==> src/rtl/pstl_pkg.sv <==
// Constants for the position sensor telegram link.
// Assumes a 100 MHz aclk and an AXI4-Lite master for the register file.
package pstl_pkg;
    // ------------------------------------------------------------------
    // Timing
    // ------------------------------------------------------------------
    localparam int unsigned CLK_FREQ_HZ = 100_000_000;
    localparam int unsigned BAUD_BPS = 19_200;
    localparam int unsigned BIT_CYC = CLK_FREQ_HZ / BAUD_BPS;
    localparam int unsigned RESP_DELAY_MS = 30;
    localparam int unsigned RESP_DELAY_CYC = CLK_FREQ_HZ / 1000 * RESP_DELAY_MS;
    localparam int unsigned LASER_OFF_S = 10;
    localparam int unsigned LASER_OFF_CYC = CLK_FREQ_HZ * LASER_OFF_S;
    localparam int unsigned STARTUP_S = 5;
    localparam int unsigned STARTUP_CYC = CLK_FREQ_HZ * STARTUP_S;
    // ------------------------------------------------------------------
    // Character frame: start, 8 data, even parity, stop
    // ------------------------------------------------------------------
    localparam logic [3:0] FRAME_LAST = 4'hA;
    localparam logic [2:0] RESP_LAST = 3'h4;
    // ------------------------------------------------------------------
    // Request byte fields
    // ------------------------------------------------------------------
    localparam int REQ_VALID_BIT = 7;
    localparam int REQ_STANDBY_BIT = 6;
    localparam int REQ_DIAG_BIT = 4;
    localparam int REQ_ADDR_LO = 0;
    // ------------------------------------------------------------------
    // Status byte fields
    // ------------------------------------------------------------------
    localparam int ST_ERR = 0;
    localparam int ST_OUT = 1;
    localparam int ST_DB = 2;
    localparam int ST_RESPONSE_VALID_FLAG = 3;
    localparam int ST_ADDR_LO = 4;
    localparam int ST_SLEEP = 6;
    // Diagnostic characters
    localparam logic [6:0] CHAR_E = 7'h45;
    localparam logic [6:0] CHAR_ZERO = 7'h30;
    // ------------------------------------------------------------------
    // Register map (byte addresses) and bus answers
    // ------------------------------------------------------------------
    localparam logic [3:0] REG_CTRL = 4'h0;
    localparam logic [3:0] REG_POS = 4'h4;
    localparam logic [3:0] REG_DIAG = 4'h8;
    localparam logic [3:0] REG_STAT = 4'hC;
    localparam logic [1:0] RESP_OKAY = 2'h0;
    localparam logic [1:0] RESP_SLVERR = 2'h2;
    localparam logic [2:0] DIAG_DEPTH = 3'h4;
    localparam logic [7:0] CTRL_RESET = 8'h00;
endpackage

==> src/rtl/pstl_link.sv <==
// Device end of the one-byte polled telegram link with five-byte answers.
// Assumes the serial input is asynchronous and the line driver is
// enabled by ser_tx_oe; software feeds position and diagnostics.
//
// Overview of operation
// - 19.2 kbit/s, start, eight data, even parity, one stop, half duplex.
// - Two address bits pick one of four nodes; configured default is 0.
// - Byte with valid flag clear is ignored entirely.
// - Code 000 position, 001 diagnostics, 100 standby.
// - Several bits set: diagnostics first, then standby, then position.
// - Laser turns off after 10 s without a position request.
// - Position answer goes out about 30 ms after the request.
// - Diagnostic request returns diagnostics; error clears once queue empties.
// - Standby stops motor and laser; no diagnosis in standby.
// - Leaving standby needs about 5 s startup before normal work.
// - Answer is status, three data bytes, check byte.
// - Data bytes carry 21 bits, seven per byte, MSB first, bit 7 zero.
// - Check byte is XOR of answer bytes 0 to 3.
// - Status bit 0 shows an internal fault.
// - Status bit 1 shows tape code not decodable.
// - Status bit 2 marks diagnostic content in data bytes.
// - Status bit 3 set when answering position or diagnostics.
// - Status bits 5:4 node address, bit 6 standby, bit 7 zero.
// - Position answer: valid flag 1, diagnostic flag 0, standby 0.
// - Diagnostic answer: valid flag 1, diagnostic flag 1, standby 0.
// - Standby answer: valid and diagnostic flags 0, standby 1, data zero.
// - Diagnostics are three ASCII characters, codes E01 to E05, E09.
//
// Decided for this implementation: the placing of the registers and the AXI4-Lite register port.
`timescale 1ns/1ns
module pstl_link #(
    parameter int unsigned BIT_CYCLES = pstl_pkg::BIT_CYC,
    parameter int unsigned RESP_DELAY_CYCLES = pstl_pkg::RESP_DELAY_CYC,
    parameter int unsigned LASER_OFF_CYCLES = pstl_pkg::LASER_OFF_CYC,
    parameter int unsigned STARTUP_CYCLES = pstl_pkg::STARTUP_CYC
) (
    input wire logic aclk, // 100 MHz clock
    input wire logic aresetn, // Synchronous reset, active low
    input wire logic [3:0] awaddr, // Write address
    input wire logic awvalid, // Write address valid
    output logic awready, // Write address ready
    input wire logic [31:0] wdata, // Write data
    input wire logic [3:0] wstrb, // Write byte enables
    input wire logic wvalid, // Write data valid
    output logic wready, // Write data ready
    output logic [1:0] bresp, // Write response
    output logic bvalid, // Write response valid
    input wire logic bready, // Write response ready
    input wire logic [3:0] araddr, // Read address
    input wire logic arvalid, // Read address valid
    output logic arready, // Read address ready
    output logic [31:0] rdata, // Read data
    output logic [1:0] rresp, // Read response
    output logic rvalid, // Read data valid
    input wire logic rready, // Read data ready
    input wire logic ser_rx, // Serial line receive
    output logic ser_tx, // Serial line transmit
    output logic ser_tx_oe, // Line driver enable
    output logic laser_on, // Laser enable
    output logic motor_on // Scanning motor enable
);
    typedef enum logic [2:0] {
        ST_IDLE = 3'b001,
        ST_WAIT = 3'b010,
        ST_SEND = 3'b100
    } pstl_state_type;

    // ------------------------------------------------------------------
    // Register bus
    // ------------------------------------------------------------------
    logic [31:0] aw_addr_ff, w_data_ff;
    logic [3:0] w_strb_ff;
    logic aw_got_ff, w_got_ff, bvalid_ff, rvalid_ff;
    logic [1:0] bresp_ff, rresp_ff;
    logic [31:0] rdata_ff;
    logic [7:0] ctrl_ff;
    logic [20:0] pos_ff;
    logic [7:0] rx_err_cnt_ff;
    wire do_write = aw_got_ff && w_got_ff && !bvalid_ff;
    wire wr_ctrl = do_write && aw_addr_ff[3:0] == pstl_pkg::REG_CTRL;
    wire wr_pos = do_write && aw_addr_ff[3:0] == pstl_pkg::REG_POS;
    wire wr_diag = do_write && aw_addr_ff[3:0] == pstl_pkg::REG_DIAG;
    wire wr_ok = wr_ctrl || wr_pos || wr_diag;
    wire rd_take = arvalid && !rvalid_ff;
    assign awready = !aw_got_ff && !bvalid_ff;
    assign wready = !w_got_ff && !bvalid_ff;
    assign arready = !rvalid_ff;
    assign bvalid = bvalid_ff;
    assign bresp = bresp_ff;
    assign rvalid = rvalid_ff;
    assign rresp = rresp_ff;
    assign rdata = rdata_ff;

    // Byte-lane merge of a write into an old value
    function automatic logic [31:0] merge(input logic [31:0] old, input logic [31:0] nw,
                                          input logic [3:0] be);
        logic [31:0] r;
        r = old;
        for (int i = 0; i < 4; i++) begin
            if (be[i]) begin
                r[8*i +: 8] = nw[8*i +: 8];
            end
        end
        return r;
    endfunction

    wire [31:0] ctrl_new = merge({24'h000000, ctrl_ff}, w_data_ff, w_strb_ff);
    wire [31:0] pos_new = merge({11'h000, pos_ff}, w_data_ff, w_strb_ff);
    wire [1:0] node_addr = ctrl_ff[1:0];
    wire fault_in = ctrl_ff[2];
    wire tape_err = ctrl_ff[3];

    // Address and data may arrive in either order; response after both
    always_ff @(posedge aclk) begin
        if (!aresetn) begin
            aw_got_ff <= 1'b0;
            w_got_ff <= 1'b0;
            bvalid_ff <= 1'b0;
            bresp_ff <= pstl_pkg::RESP_OKAY;
            aw_addr_ff <= 32'h00000000;
            w_data_ff <= 32'h00000000;
            w_strb_ff <= 4'h0;
        end else begin
            if (awvalid && awready) begin
                aw_got_ff <= 1'b1;
                aw_addr_ff <= {28'h0000000, awaddr};
            end
            if (wvalid && wready) begin
                w_got_ff <= 1'b1;
                w_data_ff <= wdata;
                w_strb_ff <= wstrb;
            end
            if (do_write) begin
                bvalid_ff <= 1'b1;
                bresp_ff <= wr_ok ? pstl_pkg::RESP_OKAY : pstl_pkg::RESP_SLVERR;
                aw_got_ff <= 1'b0;
                w_got_ff <= 1'b0;
            end else if (bvalid_ff && bready) begin
                bvalid_ff <= 1'b0;
            end
        end
    end

    // Software-written configuration
    always_ff @(posedge aclk) begin
        if (!aresetn) begin
            ctrl_ff <= pstl_pkg::CTRL_RESET;
            pos_ff <= 21'h000000;
        end else begin
            if (wr_ctrl) begin
                ctrl_ff <= {4'h0, ctrl_new[3:0]};
            end
            if (wr_pos) begin
                pos_ff <= pos_new[20:0];
            end
        end
    end

    // ------------------------------------------------------------------
    // Diagnostic queue
    // ------------------------------------------------------------------
    logic [3:0] diag_mem_ff [4];
    logic [1:0] diag_wp_ff, diag_rp_ff;
    logic [2:0] diag_cnt_ff;
    logic err_ind_ff;
    logic diag_pop;
    wire diag_push = wr_diag && w_strb_ff[0] && diag_cnt_ff != pstl_pkg::DIAG_DEPTH;
    wire diag_empty = diag_cnt_ff == 3'h0;
    wire [3:0] diag_digit = diag_empty ? 4'h0 : diag_mem_ff[diag_rp_ff];

    // Error stays shown until the last stored entry is read; push wins
    always_ff @(posedge aclk) begin
        if (!aresetn) begin
            diag_wp_ff <= 2'h0;
            diag_rp_ff <= 2'h0;
            diag_cnt_ff <= 3'h0;
            err_ind_ff <= 1'b0;
            for (int i = 0; i < 4; i++) begin
                diag_mem_ff[i] <= 4'h0;
            end
        end else begin
            if (diag_push) begin
                diag_mem_ff[diag_wp_ff] <= w_data_ff[3:0];
                diag_wp_ff <= diag_wp_ff + 2'h1;
            end
            if (diag_pop) begin
                diag_rp_ff <= diag_rp_ff + 2'h1;
            end
            diag_cnt_ff <= diag_cnt_ff + {2'h0, diag_push} - {2'h0, diag_pop};
            if (diag_push) begin
                err_ind_ff <= 1'b1;
            end else if (diag_pop && diag_cnt_ff == 3'h1) begin
                err_ind_ff <= 1'b0;
            end
        end
    end

    // ------------------------------------------------------------------
    // Receiver
    // ------------------------------------------------------------------
    logic rx_s1_ff, rx_s2_ff, rx_busy_ff;
    logic [31:0] rx_cnt_ff;
    logic [3:0] rx_bit_ff;
    logic [9:0] rx_sh_ff;
    wire rx_tick = rx_busy_ff && rx_cnt_ff == 32'h00000000;
    wire rx_done = rx_tick && rx_bit_ff == pstl_pkg::FRAME_LAST;
    wire [7:0] rx_byte = rx_sh_ff[8:1];
    wire rx_par_ok = ~^rx_sh_ff[9:1];
    wire rx_good = rx_done && rx_par_ok && rx_s2_ff;
    wire rx_bad = rx_done && !(rx_par_ok && rx_s2_ff);

    // Sample mid-bit; a start bit that vanishes is taken as a glitch
    always_ff @(posedge aclk) begin
        if (!aresetn) begin
            rx_s1_ff <= 1'b1;
            rx_s2_ff <= 1'b1;
            rx_busy_ff <= 1'b0;
            rx_cnt_ff <= 32'h00000000;
            rx_bit_ff <= 4'h0;
            rx_sh_ff <= 10'h000;
            rx_err_cnt_ff <= 8'h00;
        end else begin
            rx_s1_ff <= ser_rx;
            rx_s2_ff <= rx_s1_ff;
            if (!rx_busy_ff) begin
                if (!rx_s2_ff) begin
                    rx_busy_ff <= 1'b1;
                    rx_cnt_ff <= 32'(BIT_CYCLES / 2);
                    rx_bit_ff <= 4'h0;
                end
            end else if (rx_tick) begin
                rx_cnt_ff <= 32'(BIT_CYCLES - 1);
                rx_bit_ff <= rx_bit_ff + 4'h1;
                rx_sh_ff <= {rx_s2_ff, rx_sh_ff[9:1]};
                if ((rx_bit_ff == 4'h0 && rx_s2_ff) || rx_done) begin
                    rx_busy_ff <= 1'b0;
                end
            end else begin
                rx_cnt_ff <= rx_cnt_ff - 32'h00000001;
            end
            if (rx_bad) begin
                rx_err_cnt_ff <= rx_err_cnt_ff + 8'h01;
            end
        end
    end

    // ------------------------------------------------------------------
    // Request decode and operating mode
    // ------------------------------------------------------------------
    pstl_state_type state_ff;
    logic standby_ff, starting_ff, laser_idle_ff;
    logic [31:0] start_cnt_ff, laser_cnt_ff, wait_cnt_ff;
    wire req_ok = rx_good && rx_byte[pstl_pkg::REQ_VALID_BIT];
    wire addr_hit = rx_byte[pstl_pkg::REQ_ADDR_LO +: 2] == node_addr;
    wire accept = req_ok && addr_hit && state_ff == ST_IDLE;
    // Diagnostics outrank standby, standby outranks position
    wire req_diag = rx_byte[pstl_pkg::REQ_DIAG_BIT];
    wire req_stby = !req_diag && rx_byte[pstl_pkg::REQ_STANDBY_BIT];
    wire req_pos = !req_diag && !req_stby;
    wire asleep = standby_ff || starting_ff || req_stby;
    assign diag_pop = accept && req_diag && !asleep && !diag_empty;

    // Standby and startup; any non-standby request wakes the device
    always_ff @(posedge aclk) begin
        if (!aresetn) begin
            standby_ff <= 1'b0;
            starting_ff <= 1'b0;
            start_cnt_ff <= 32'h00000000;
        end else begin
            if (accept && req_stby) begin
                standby_ff <= 1'b1;
                starting_ff <= 1'b0;
            end else if (accept && standby_ff) begin
                standby_ff <= 1'b0;
                starting_ff <= 1'b1;
                start_cnt_ff <= 32'h00000000;
            end else if (starting_ff) begin
                start_cnt_ff <= start_cnt_ff + 32'h00000001;
                if (start_cnt_ff == 32'(STARTUP_CYCLES - 1)) begin
                    starting_ff <= 1'b0;
                end
            end
        end
    end

    // Laser idle timer restarts on every position request
    always_ff @(posedge aclk) begin
        if (!aresetn) begin
            laser_cnt_ff <= 32'h00000000;
            laser_idle_ff <= 1'b0;
        end else if (accept && req_pos) begin
            laser_cnt_ff <= 32'h00000000;
            laser_idle_ff <= 1'b0;
        end else if (!laser_idle_ff) begin
            laser_cnt_ff <= laser_cnt_ff + 32'h00000001;
            if (laser_cnt_ff == 32'(LASER_OFF_CYCLES - 1)) begin
                laser_idle_ff <= 1'b1;
            end
        end
    end

    assign motor_on = !standby_ff;
    assign laser_on = !standby_ff && !laser_idle_ff;

    // ------------------------------------------------------------------
    // Answer assembly
    // ------------------------------------------------------------------
    logic [7:0] nxt_status;
    logic [20:0] nxt_data;
    always_comb begin
        nxt_status = 8'h00;
        nxt_status[pstl_pkg::ST_ERR] = err_ind_ff || fault_in;
        nxt_status[pstl_pkg::ST_OUT] = tape_err;
        nxt_status[pstl_pkg::ST_ADDR_LO +: 2] = node_addr;
        nxt_status[pstl_pkg::ST_SLEEP] = asleep;
        nxt_status[pstl_pkg::ST_RESPONSE_VALID_FLAG] = !asleep;
        nxt_status[pstl_pkg::ST_DB] = !asleep && req_diag;
        if (asleep) begin
            nxt_data = 21'h000000;
        end else if (req_diag) begin
            nxt_data = {pstl_pkg::CHAR_E, pstl_pkg::CHAR_ZERO,
                        pstl_pkg::CHAR_ZERO | {3'h0, diag_digit}};
        end else begin
            nxt_data = pos_ff;
        end
    end

    logic [7:0] resp_stat_ff;
    logic [20:0] resp_data_ff;
    logic [2:0] byte_idx_ff;
    logic [3:0] tx_bit_ff;
    logic [31:0] tx_cnt_ff;
    logic [10:0] tx_sh_ff;
    logic ser_tx_ff, oe_ff;
    // Seven data bits per byte, most significant group first
    wire [7:0] byte1 = {1'b0, resp_data_ff[20:14]};
    wire [7:0] byte2 = {1'b0, resp_data_ff[13:7]};
    wire [7:0] byte3 = {1'b0, resp_data_ff[6:0]};
    wire [7:0] chk = resp_stat_ff ^ byte1 ^ byte2 ^ byte3;
    wire [7:0] cur_byte = byte_idx_ff == 3'h0 ? resp_stat_ff :
                          byte_idx_ff == 3'h1 ? byte1 :
                          byte_idx_ff == 3'h2 ? byte2 :
                          byte_idx_ff == 3'h3 ? byte3 : chk;
    wire [10:0] frame = {1'b1, ^cur_byte, cur_byte, 1'b0};
    wire tx_tick = tx_cnt_ff == 32'h00000000;
    wire byte_end = tx_tick && tx_bit_ff == pstl_pkg::FRAME_LAST;
    wire all_sent = byte_idx_ff > pstl_pkg::RESP_LAST;
    assign ser_tx = ser_tx_ff;
    assign ser_tx_oe = oe_ff;

    // ------------------------------------------------------------------
    // Answer sequencer and transmitter
    // ------------------------------------------------------------------
    // Requests arriving while an answer is pending are dropped: the line
    // is half duplex, so the host must not talk over the answer.
    always_ff @(posedge aclk) begin
        if (!aresetn) begin
            state_ff <= ST_IDLE;
            resp_stat_ff <= 8'h00;
            resp_data_ff <= 21'h000000;
            wait_cnt_ff <= 32'h00000000;
            byte_idx_ff <= 3'h0;
            tx_bit_ff <= 4'h0;
            tx_cnt_ff <= 32'h00000000;
            tx_sh_ff <= 11'h7FF;
            ser_tx_ff <= 1'b1;
            oe_ff <= 1'b0;
        end else begin
            case (state_ff)
                ST_IDLE: begin
                    if (accept) begin
                        resp_stat_ff <= nxt_status;
                        resp_data_ff <= nxt_data;
                        wait_cnt_ff <= 32'h00000000;
                        byte_idx_ff <= 3'h0;
                        tx_bit_ff <= 4'h0;
                        tx_cnt_ff <= 32'h00000000;
                        // Only real position answers wait for a fresh value
                        state_ff <= (req_pos && !asleep) ? ST_WAIT : ST_SEND;
                    end
                end
                ST_WAIT: begin
                    wait_cnt_ff <= wait_cnt_ff + 32'h00000001;
                    if (wait_cnt_ff == 32'(RESP_DELAY_CYCLES - 1)) begin
                        resp_data_ff <= pos_ff;
                        state_ff <= ST_SEND;
                    end
                end
                ST_SEND: begin
                    oe_ff <= 1'b1;
                    if (tx_bit_ff == 4'h0 && tx_tick && all_sent) begin
                        // Driver released only once the last stop bit has stood
                        oe_ff <= 1'b0;
                        state_ff <= ST_IDLE;
                    end else if (tx_bit_ff == 4'h0 && tx_tick) begin
                        ser_tx_ff <= frame[0];
                        tx_sh_ff <= {1'b1, frame[10:1]};
                        tx_bit_ff <= 4'h1;
                        tx_cnt_ff <= 32'(BIT_CYCLES - 1);
                    end else if (byte_end) begin
                        ser_tx_ff <= tx_sh_ff[0];
                        tx_sh_ff <= {1'b1, tx_sh_ff[10:1]};
                        tx_bit_ff <= 4'h0;
                        tx_cnt_ff <= 32'(BIT_CYCLES - 1);
                        byte_idx_ff <= byte_idx_ff + 3'h1;
                    end else if (tx_tick) begin
                        ser_tx_ff <= tx_sh_ff[0];
                        tx_sh_ff <= {1'b1, tx_sh_ff[10:1]};
                        tx_bit_ff <= tx_bit_ff + 4'h1;
                        tx_cnt_ff <= 32'(BIT_CYCLES - 1);
                    end else begin
                        tx_cnt_ff <= tx_cnt_ff - 32'h00000001;
                    end
                end
                default: begin
                    state_ff <= ST_IDLE;
                end
            endcase
        end
    end

    // ------------------------------------------------------------------
    // Register read-back
    // ------------------------------------------------------------------
    wire [31:0] stat_word = {16'h0000, rx_err_cnt_ff, 3'h0, err_ind_ff,
                             motor_on, laser_on, starting_ff, standby_ff};
    wire [31:0] rd_val = araddr == pstl_pkg::REG_CTRL ? {24'h000000, ctrl_ff} :
                         araddr == pstl_pkg::REG_POS ? {11'h000, pos_ff} :
                         araddr == pstl_pkg::REG_DIAG ? {29'h00000000, diag_cnt_ff} :
                         araddr == pstl_pkg::REG_STAT ? stat_word : 32'h00000000;
    wire rd_hit = araddr == pstl_pkg::REG_CTRL || araddr == pstl_pkg::REG_POS ||
                  araddr == pstl_pkg::REG_DIAG || araddr == pstl_pkg::REG_STAT;

    // One read in flight; unmapped addresses answer with an error
    always_ff @(posedge aclk) begin
        if (!aresetn) begin
            rvalid_ff <= 1'b0;
            rdata_ff <= 32'h00000000;
            rresp_ff <= pstl_pkg::RESP_OKAY;
        end else if (rd_take) begin
            rvalid_ff <= 1'b1;
            rdata_ff <= rd_val;
            rresp_ff <= rd_hit ? pstl_pkg::RESP_OKAY : pstl_pkg::RESP_SLVERR;
        end else if (rvalid_ff && rready) begin
            rvalid_ff <= 1'b0;
        end
    end
endmodule // pstl_link

==> config.mk <==
export PLATFORM = sky130hd
export DESIGN_NAME = pstl_link
export DESIGN_NICKNAME = d
export VERILOG_FILES = /design/src/rtl/pstl_pkg.sv /design/src/rtl/pstl_link.sv
export SDC_FILE = /design/constraint.sdc
export NUM_CORES = 1
export LEC_CHECK = 0
export BUFFER_PORTS_ARGS = -buffer_cell sky130_fd_sc_hd__clkbuf_2
export CAP_MARGIN = 20
export CELL_PAD_IN_SITES_DETAIL_PLACEMENT = 2
export CELL_PAD_IN_SITES_GLOBAL_PLACEMENT = 2
export CORE_UTILIZATION = 34
export DETAILED_ROUTE_END_ITERATION = 10
export GPL_TIMING_DRIVEN = 0
export MAX_ROUTING_LAYER = met4
export PLACE_DENSITY_LB_ADDON = 0.15
export SKIP_CTS_REPAIR_TIMING = 1
export SYNTH_ARGS = -nofsm -noshare
export SYNTH_HDL_FRONTEND = slang
export SYNTH_SLANG_ARGS = --single-unit
==> constraint.sdc <==
create_clock -name aclk -period 3.4 [get_ports aclk]
set_clock_uncertainty 0.15 [all_clocks]
set_input_delay 0.51 -clock aclk [delete_from_list [all_inputs] [get_ports aclk]]
set_output_delay 0.51 -clock aclk [all_outputs]
set_load 0.1 [all_outputs]
# After elaboration in Yosys (flattened, before gate mapping)
# Memories as Yosys holds them, arrays and structs flattened. A register that Yosys moved wholly into a read port is not among the register bits.
# Index checks and enable logic that the tools add are counted.
# word_totals
wordCells	265
ff_bits	340
inputBits	52
mem_count	1
mem_bits_rw	16
# memory_table
name	words	width	read_ports	rd_clocked_by_memory_dff	wr	line	text
diag_mem_ff	4	4	1	1	4	pstl_link.sv:162	logic [3:0] diag_mem_ff [4];
# op_classes
n_mux	80
eq_ne	28
order_cmp	1
addsub	13
n_reduce_logical	96
n_bitwise	6
# op_table
operator	n
$mux W32	10
$pmux W32 S2	2
$mux W21	6
$add A32 B1 Y32 const B	3
$logic_not A32 Y1	2
$sub A32 B1 Y32 const B	2
$pmux W21 S2	1
$mux W4	10
$logic_and A1 B1 Y1	39
$mux W11	3
$eq A32 B22 Y1 const B	1
$eq A32 B29 Y1 const B	1
$eq A32 B30 Y1 const B	1
$mux W16	2
$mux W7	4
$mux W1	26
$mux W3	8
$xor A7 B7 Y7	3
$eq A4 B4 Y1 const B	5
$reduce_and A2 Y1	9
$logic_not A4 Y1	4
$reduce_bool A2 Y1	7
$ne A2 B2 Y1 const B	6
$reduce_and A3 Y1	4
30 further kinds	65

# Depth between registers and ports, before layout
# logic_depth
ltp_word	14
depth_mapped	15

# Least setup slack after synthesis
# OpenSTA, ideal clock, no wires.
# synth_path
path_kind	reg2reg
start	register bvalid_ff (netlist: bvalid)
end	register diag_cnt_ff[2]
arrival_ns	3.116
stages_incl_launch_ff	13
n_path_buf	0
path_slack_ns	0.006
required_time_ns	3.122
setup_ns	0.128
cell_sequence	dfxtp_1 nand3b_1 or3_1 a211oi_1 inv_1 ha_1 inv_1 ha_1 inv_1 fa_1 xor2_1 xnor2_1 nor2_1
# synth_via
elab_chain_len	7
# synth_rtl
item	line	text
start: declaration	pstl_link.sv:73	logic aw_got_ff, w_got_ff, bvalid_ff, rvalid_ff;
start signal: assignment	pstl_link.sv:118	bvalid_ff <= 1'b0;
start signal: assignment	pstl_link.sv:134	bvalid_ff <= 1'b1;
start signal: assignment	pstl_link.sv:139	bvalid_ff <= 1'b0;
$logic_not A1 Y1	pstl_link.sv:79	wire do_write = aw_got_ff && w_got_ff && !bvalid_ff;
$logic_and A1 B1 Y1	pstl_link.sv:79	
$logic_and A1 B1 Y1	pstl_link.sv:82	wire wr_diag = do_write && aw_addr_ff[3:0] == pstl_pkg::REG_DIAG;
$logic_and A1 B1 Y1 (2 in a row)	pstl_link.sv:167	wire diag_push = wr_diag && w_strb_ff[0] && diag_cnt_ff != pstl_pkg::DIAG_DEPTH;
$add A3 B1 Y3	pstl_link.sv:189	diag_cnt_ff <= diag_cnt_ff + {2'h0, diag_push} - {2'h0, diag_pop};
$sub A3 B1 Y3	pstl_link.sv:189	
end signal: assignment	pstl_link.sv:189	
end: declaration	pstl_link.sv:164	logic [2:0] diag_cnt_ff;
# Every way passes these cells.
# A chain may end at the register's enable or synchronous reset.

# Worst setup path in the final report
# layout_path
start	register rx_sh_ff[5]
end	register diag_cnt_ff[2]
# layout_via
elab_chain_len	10
# layout_rtl
item	line	text
start: declaration	pstl_link.sv:204	logic [9:0] rx_sh_ff;
start signal: assignment	pstl_link.sv:234	rx_sh_ff <= {rx_s2_ff, rx_sh_ff[9:1]};
$reduce_xnor A9 Y1	pstl_link.sv:208	wire rx_par_ok = ~^rx_sh_ff[9:1];
$logic_and A1 B1 Y1 (2 in a row)	pstl_link.sv:209	wire rx_good = rx_done && rx_par_ok && rx_s2_ff;
$logic_and A1 B1 Y1	pstl_link.sv:253	wire req_ok = rx_good && rx_byte[pstl_pkg::REQ_VALID_BIT];
$logic_and A1 B1 Y1 (2 in a row)	pstl_link.sv:255	wire accept = req_ok && addr_hit && state_ff == ST_IDLE;
$logic_and A1 B1 Y1	pstl_link.sv:261	assign diag_pop = accept && req_diag && !asleep && !diag_empty;
$logic_and A1 B1 Y1 (*) (2 in a row)	pstl_link.sv:261	
via diag_pop	pstl_link.sv:166	logic diag_pop;
$sub A3 B1 Y3 (*)	pstl_link.sv:189	
# Mark *: on every way through the listed nets, which the timed path passes. The rest lies on a longest branch.

==> results.sh <==
export IMPL_status="complete, but fails checks"
export IMPL_violations="setup timing"
export IMPL_ios=97
export IMPL_synthArstFlopShare=0
export IMPL_timing_rr_end="diag_cnt_ff[2]"
export IMPL_synth_top_area_frac=0.398
export IMPL_routed_wl_mm=59.3
export IMPL_post_route_min_period_ps=3510
export IMPL_die_w_um=222
export IMPL_startpoint_type="flop"
export IMPL_slew_headroom=0.225
export IMPL_maxSlewViolCount=0
export IMPL_seqCellArea_sq_um=7020
export IMPL_min_to="w_data_ff[20]"
export IMPL_synth_avg_cell_area_sq_um=8.31
export IMPL_area_growth_pct=18.2
export IMPL_drc=0
export IMPL_cp_arrival_ps=3790
export IMPL_tns_ps=-107
export IMPL_ys_warn_count=0
export IMPL_dieArea_sq_um=49100
export IMPL_path_clk_slew_ps=60
export IMPL_first_pass_iters=5
export IMPL_ys_ff_latch=342
export IMPL_place_hpwl_mm=42.8
export IMPL_power_total_w=0.00985
export IMPL_clock_sinks=342
export IMPL_dpl_worst_slack_ps=-1120
export IMPL_antenna_found_initial=2
export IMPL_hp_class="in2reg"
export IMPL_viasPerCell=5.58
export IMPL_clkPwrFrac=0.451
export IMPL_io_buffer_count=69
export IMPL_power_density_nw_per_um2=508
export IMPL_swShare=0.281
export IMPL_synth_fa_ha_area_frac=0.0165
export IMPL_timing_rr_start="rx_sh_ff[5]"
export IMPL_antenna_left=0
export IMPL_clk_latency_ps=580
export IMPL_synthFlopType="dfxtp_1"
export IMPL_crit_type="reg2reg"
export IMPL_combPwrFrac=0.122
export IMPL_gp_congestion=0.856
export IMPL_grt_usage=0.247
export IMPL_r2r_setup_slack_ps=-110
export IMPL_multi_input_area_sq_um=8950
export IMPL_whs_path_depth=3
export IMPL_intPower_w=0.00708
export IMPL_grt_max_degree=13
export IMPL_fmax_ghz=0.285
export IMPL_synth_cell_type_count=78
export IMPL_worst_pin_slew_ps=1160
export IMPL_synth_edf_count=16
export IMPL_hold_viol_final=0
export IMPL_ir_drop_v=0.000339
export IMPL_p_switching_w=0.00277
export IMPL_grt_pass1_wl_mm=93.5
export IMPL_synth_compound_area_frac=0.167
export IMPL_final_util=0.406
export IMPL_nFillCells=5351
export IMPL_critical_path_max_fanout=10
export IMPL_core_area_sq_um=47600
export IMPL_die_y_um=222
export IMPL_muxShareOfSynthArea=0.0223
export IMPL_root_buffer="clkbuf_16"
export IMPL_synth_top_area_cell="dfxtp_1"
export IMPL_cts_tree="done"
export IMPL_setup_viol=2
export IMPL_yosys_top_cells_count="dfxtp_1, nand2_1, nor2_1"
export IMPL_syn_inst=1972
export IMPL_synthTopCellsByArea="dfxtp_1, a21oi_1, nand2_1, nor2_1, nand3_1"
export IMPL_syn_cell_area_sq_um=16400
export IMPL_grt_overflow=0
export IMPL_cap_violations=0
export IMPL_r2r_cells=13
export IMPL_p_leak_nw=7.02
export IMPL_p_seq_frac=0.427
export IMPL_final_setup_worst_slack_ps=-106
export IMPL_synth_xor_area_frac=0.0542
export IMPL_wl_per_cell_um=21.5
export IMPL_yosysMostFrequentCell="dfxtp_1"
export IMPL_post_route_period_util=1.03
export IMPL_cp_end_kind="flop"
export IMPL_htreeDepth=2
export IMPL_synth_top_family_by_area="simple AND/OR/NAND/NOR gates"
export IMPL_numCtsBuffers=42
export IMPL_start_util=0.344
export IMPL_drtIter0Drc=623
export IMPL_num_rows=80
export IMPL_hold_path_startpoint="wdata[20]"
export IMPL_rsz0062_at_grt="true"
export IMPL_cp_data_required_time_ps=3690
export IMPL_drive_gt1_frac=0.128
export IMPL_grt_pass1_vias=16500
export IMPL_via_count=15400
export IMPL_yosysSeqAreaShare=0.428
export IMPL_clockBufferDepth=3
export IMPL_finalNetCount=2188
export IMPL_synth_simple_gate_area_frac=0.267
## how the worst max path moves through the flow
stage | startpoint | endpoint | slack [ps] | cells past startpoint
2_1_floorplan | bvalid | diag_cnt_ff[2] | 6 | 12
3_3_place_gp | state_ff[0] | laser_cnt_ff[16] | -1080 | 7
3_5_place_dp | rx_cnt_ff[14] | diag_cnt_ff[2] | -1120 | 13
4_1_cts | rx_cnt_ff[14] | diag_cnt_ff[2] | -1140 | 13
5_1_grt | rx_sh_ff[5] | diag_cnt_ff[2] | -240 | 13
6_report | rx_sh_ff[5] | diag_cnt_ff[2] | -110 | 13
## cells in the final DEF, fill, tap and decap left out, types with 27 or more instances in the layout
master | Yosys | routed
dfxtp_1 | 326 | 318
nand2_1 | 218 | 217
nor2_1 | 214 | 213
a21oi_1 | 178 | 178
nand3_1 | 134 | 130
clkbuf_1 | 102 | 96
clkbuf_2 | 0 | 74
o21ai_0 | 67 | 65
xor2_1 | 49 | 48
nor3_1 | 48 | 46
clkbuf_16 | 0 | 43
nand4_1 | 42 | 42
o31ai_1 | 42 | 38
or4_1 | 36 | 36
inv_1 | 35 | 33
buf_4 | 14 | 32
and3_1 | 31 | 31
xnor2_1 | 30 | 29
or3_1 | 27 | 27
## final cells by class
cell class,count,area share
clock inverters,21,0.00924
multi-input cells,1472,0.462
diodes,1,0.000129
well taps,615,0.0397
plain buffers,131,0.0317
clock buffers,56,0.0607
inverters,35,0.00678
repair buffers,91,0.0272
flip-flops and latches,342,0.362
## worst max-delay path: stages, from the launching register on
cell	delay, ps
dfxtp_4	390
xnor2_2	190
xnor3_2	510
xnor2_4	180
nand4_1	230
nor4bb_4	450
ha_1	300
inv_1	60
ha_1	130
inv_1	50
fa_2	350
xor2_2	160
xnor2_1	180
nor2_1	50
## state kept, by name, summed over array words and instances (netlist names), 4 cells and up, named ones only
signal,cells
rdata,21
rx_cnt_ff,32
rx_sh_ff,9
resp_stat_ff,7
laser_cnt_ff,32
rx_bit_ff,4
start_cnt_ff,32
aw_addr_ff,4
tx_bit_ff,4
tx_sh_ff,9
resp_data_ff,21
tx_cnt_ff,32
ctrl_ff,4
wait_cnt_ff,32
pos_ff,21
diag_mem_ff,16
w_data_ff,21
rx_err_cnt_ff,8
## power groups by stage
stage | Combinational, W | Sequential (W) | Clock (W)
2_1_floorplan | 0.000695 | 0.00429 | 0
3_3_place_gp | 0.00102 | 0.00428 | 0
3_5_place_dp | 0.00106 | 0.00428 | 0
4_1_cts | 0.00106 | 0.00420 | 0.00458
5_1_grt | 0.00130 | 0.00422 | 0.00470
6_report | 0.00120 | 0.00421 | 0.00444
## metal layers
layer | track usage | part of all wire | vias to the layer above
li1 | - | - | 7357
met1 | 0.312 | 0.45 | 7768
met2 | 0.417 | 0.49 | 203
met3 | 0.0294 | 0.031 | 92
met4 | 0.0694 | 0.024 | 0
met5 | - | 0 | -
## per-stage QoR
step	std cells	hold slack (ps)	area, sq um
5_1_grt	2764	1.68	19400
2_1_floorplan	1984	236	16400
3_5_place_dp	2671	260	17600
3_3_place_gp	2668	249	17500
6_report	2764	7.85	19400
4_1_cts	2748	-41.3	18900
## logic make-up (layout without fill, tap and decap cells)
family	Yosys count	in the layout
XOR/XNOR	88	88
multiplexers	31	31
AO/OA/AOI/OAI	437	437
flip-flops	342	342
AND/OR/NAND/NOR	882	882
buffers and inverters	170	334
other	1	14
adder cells (fa/ha/maj)	21	21
(Power assumes the default switching activity.)
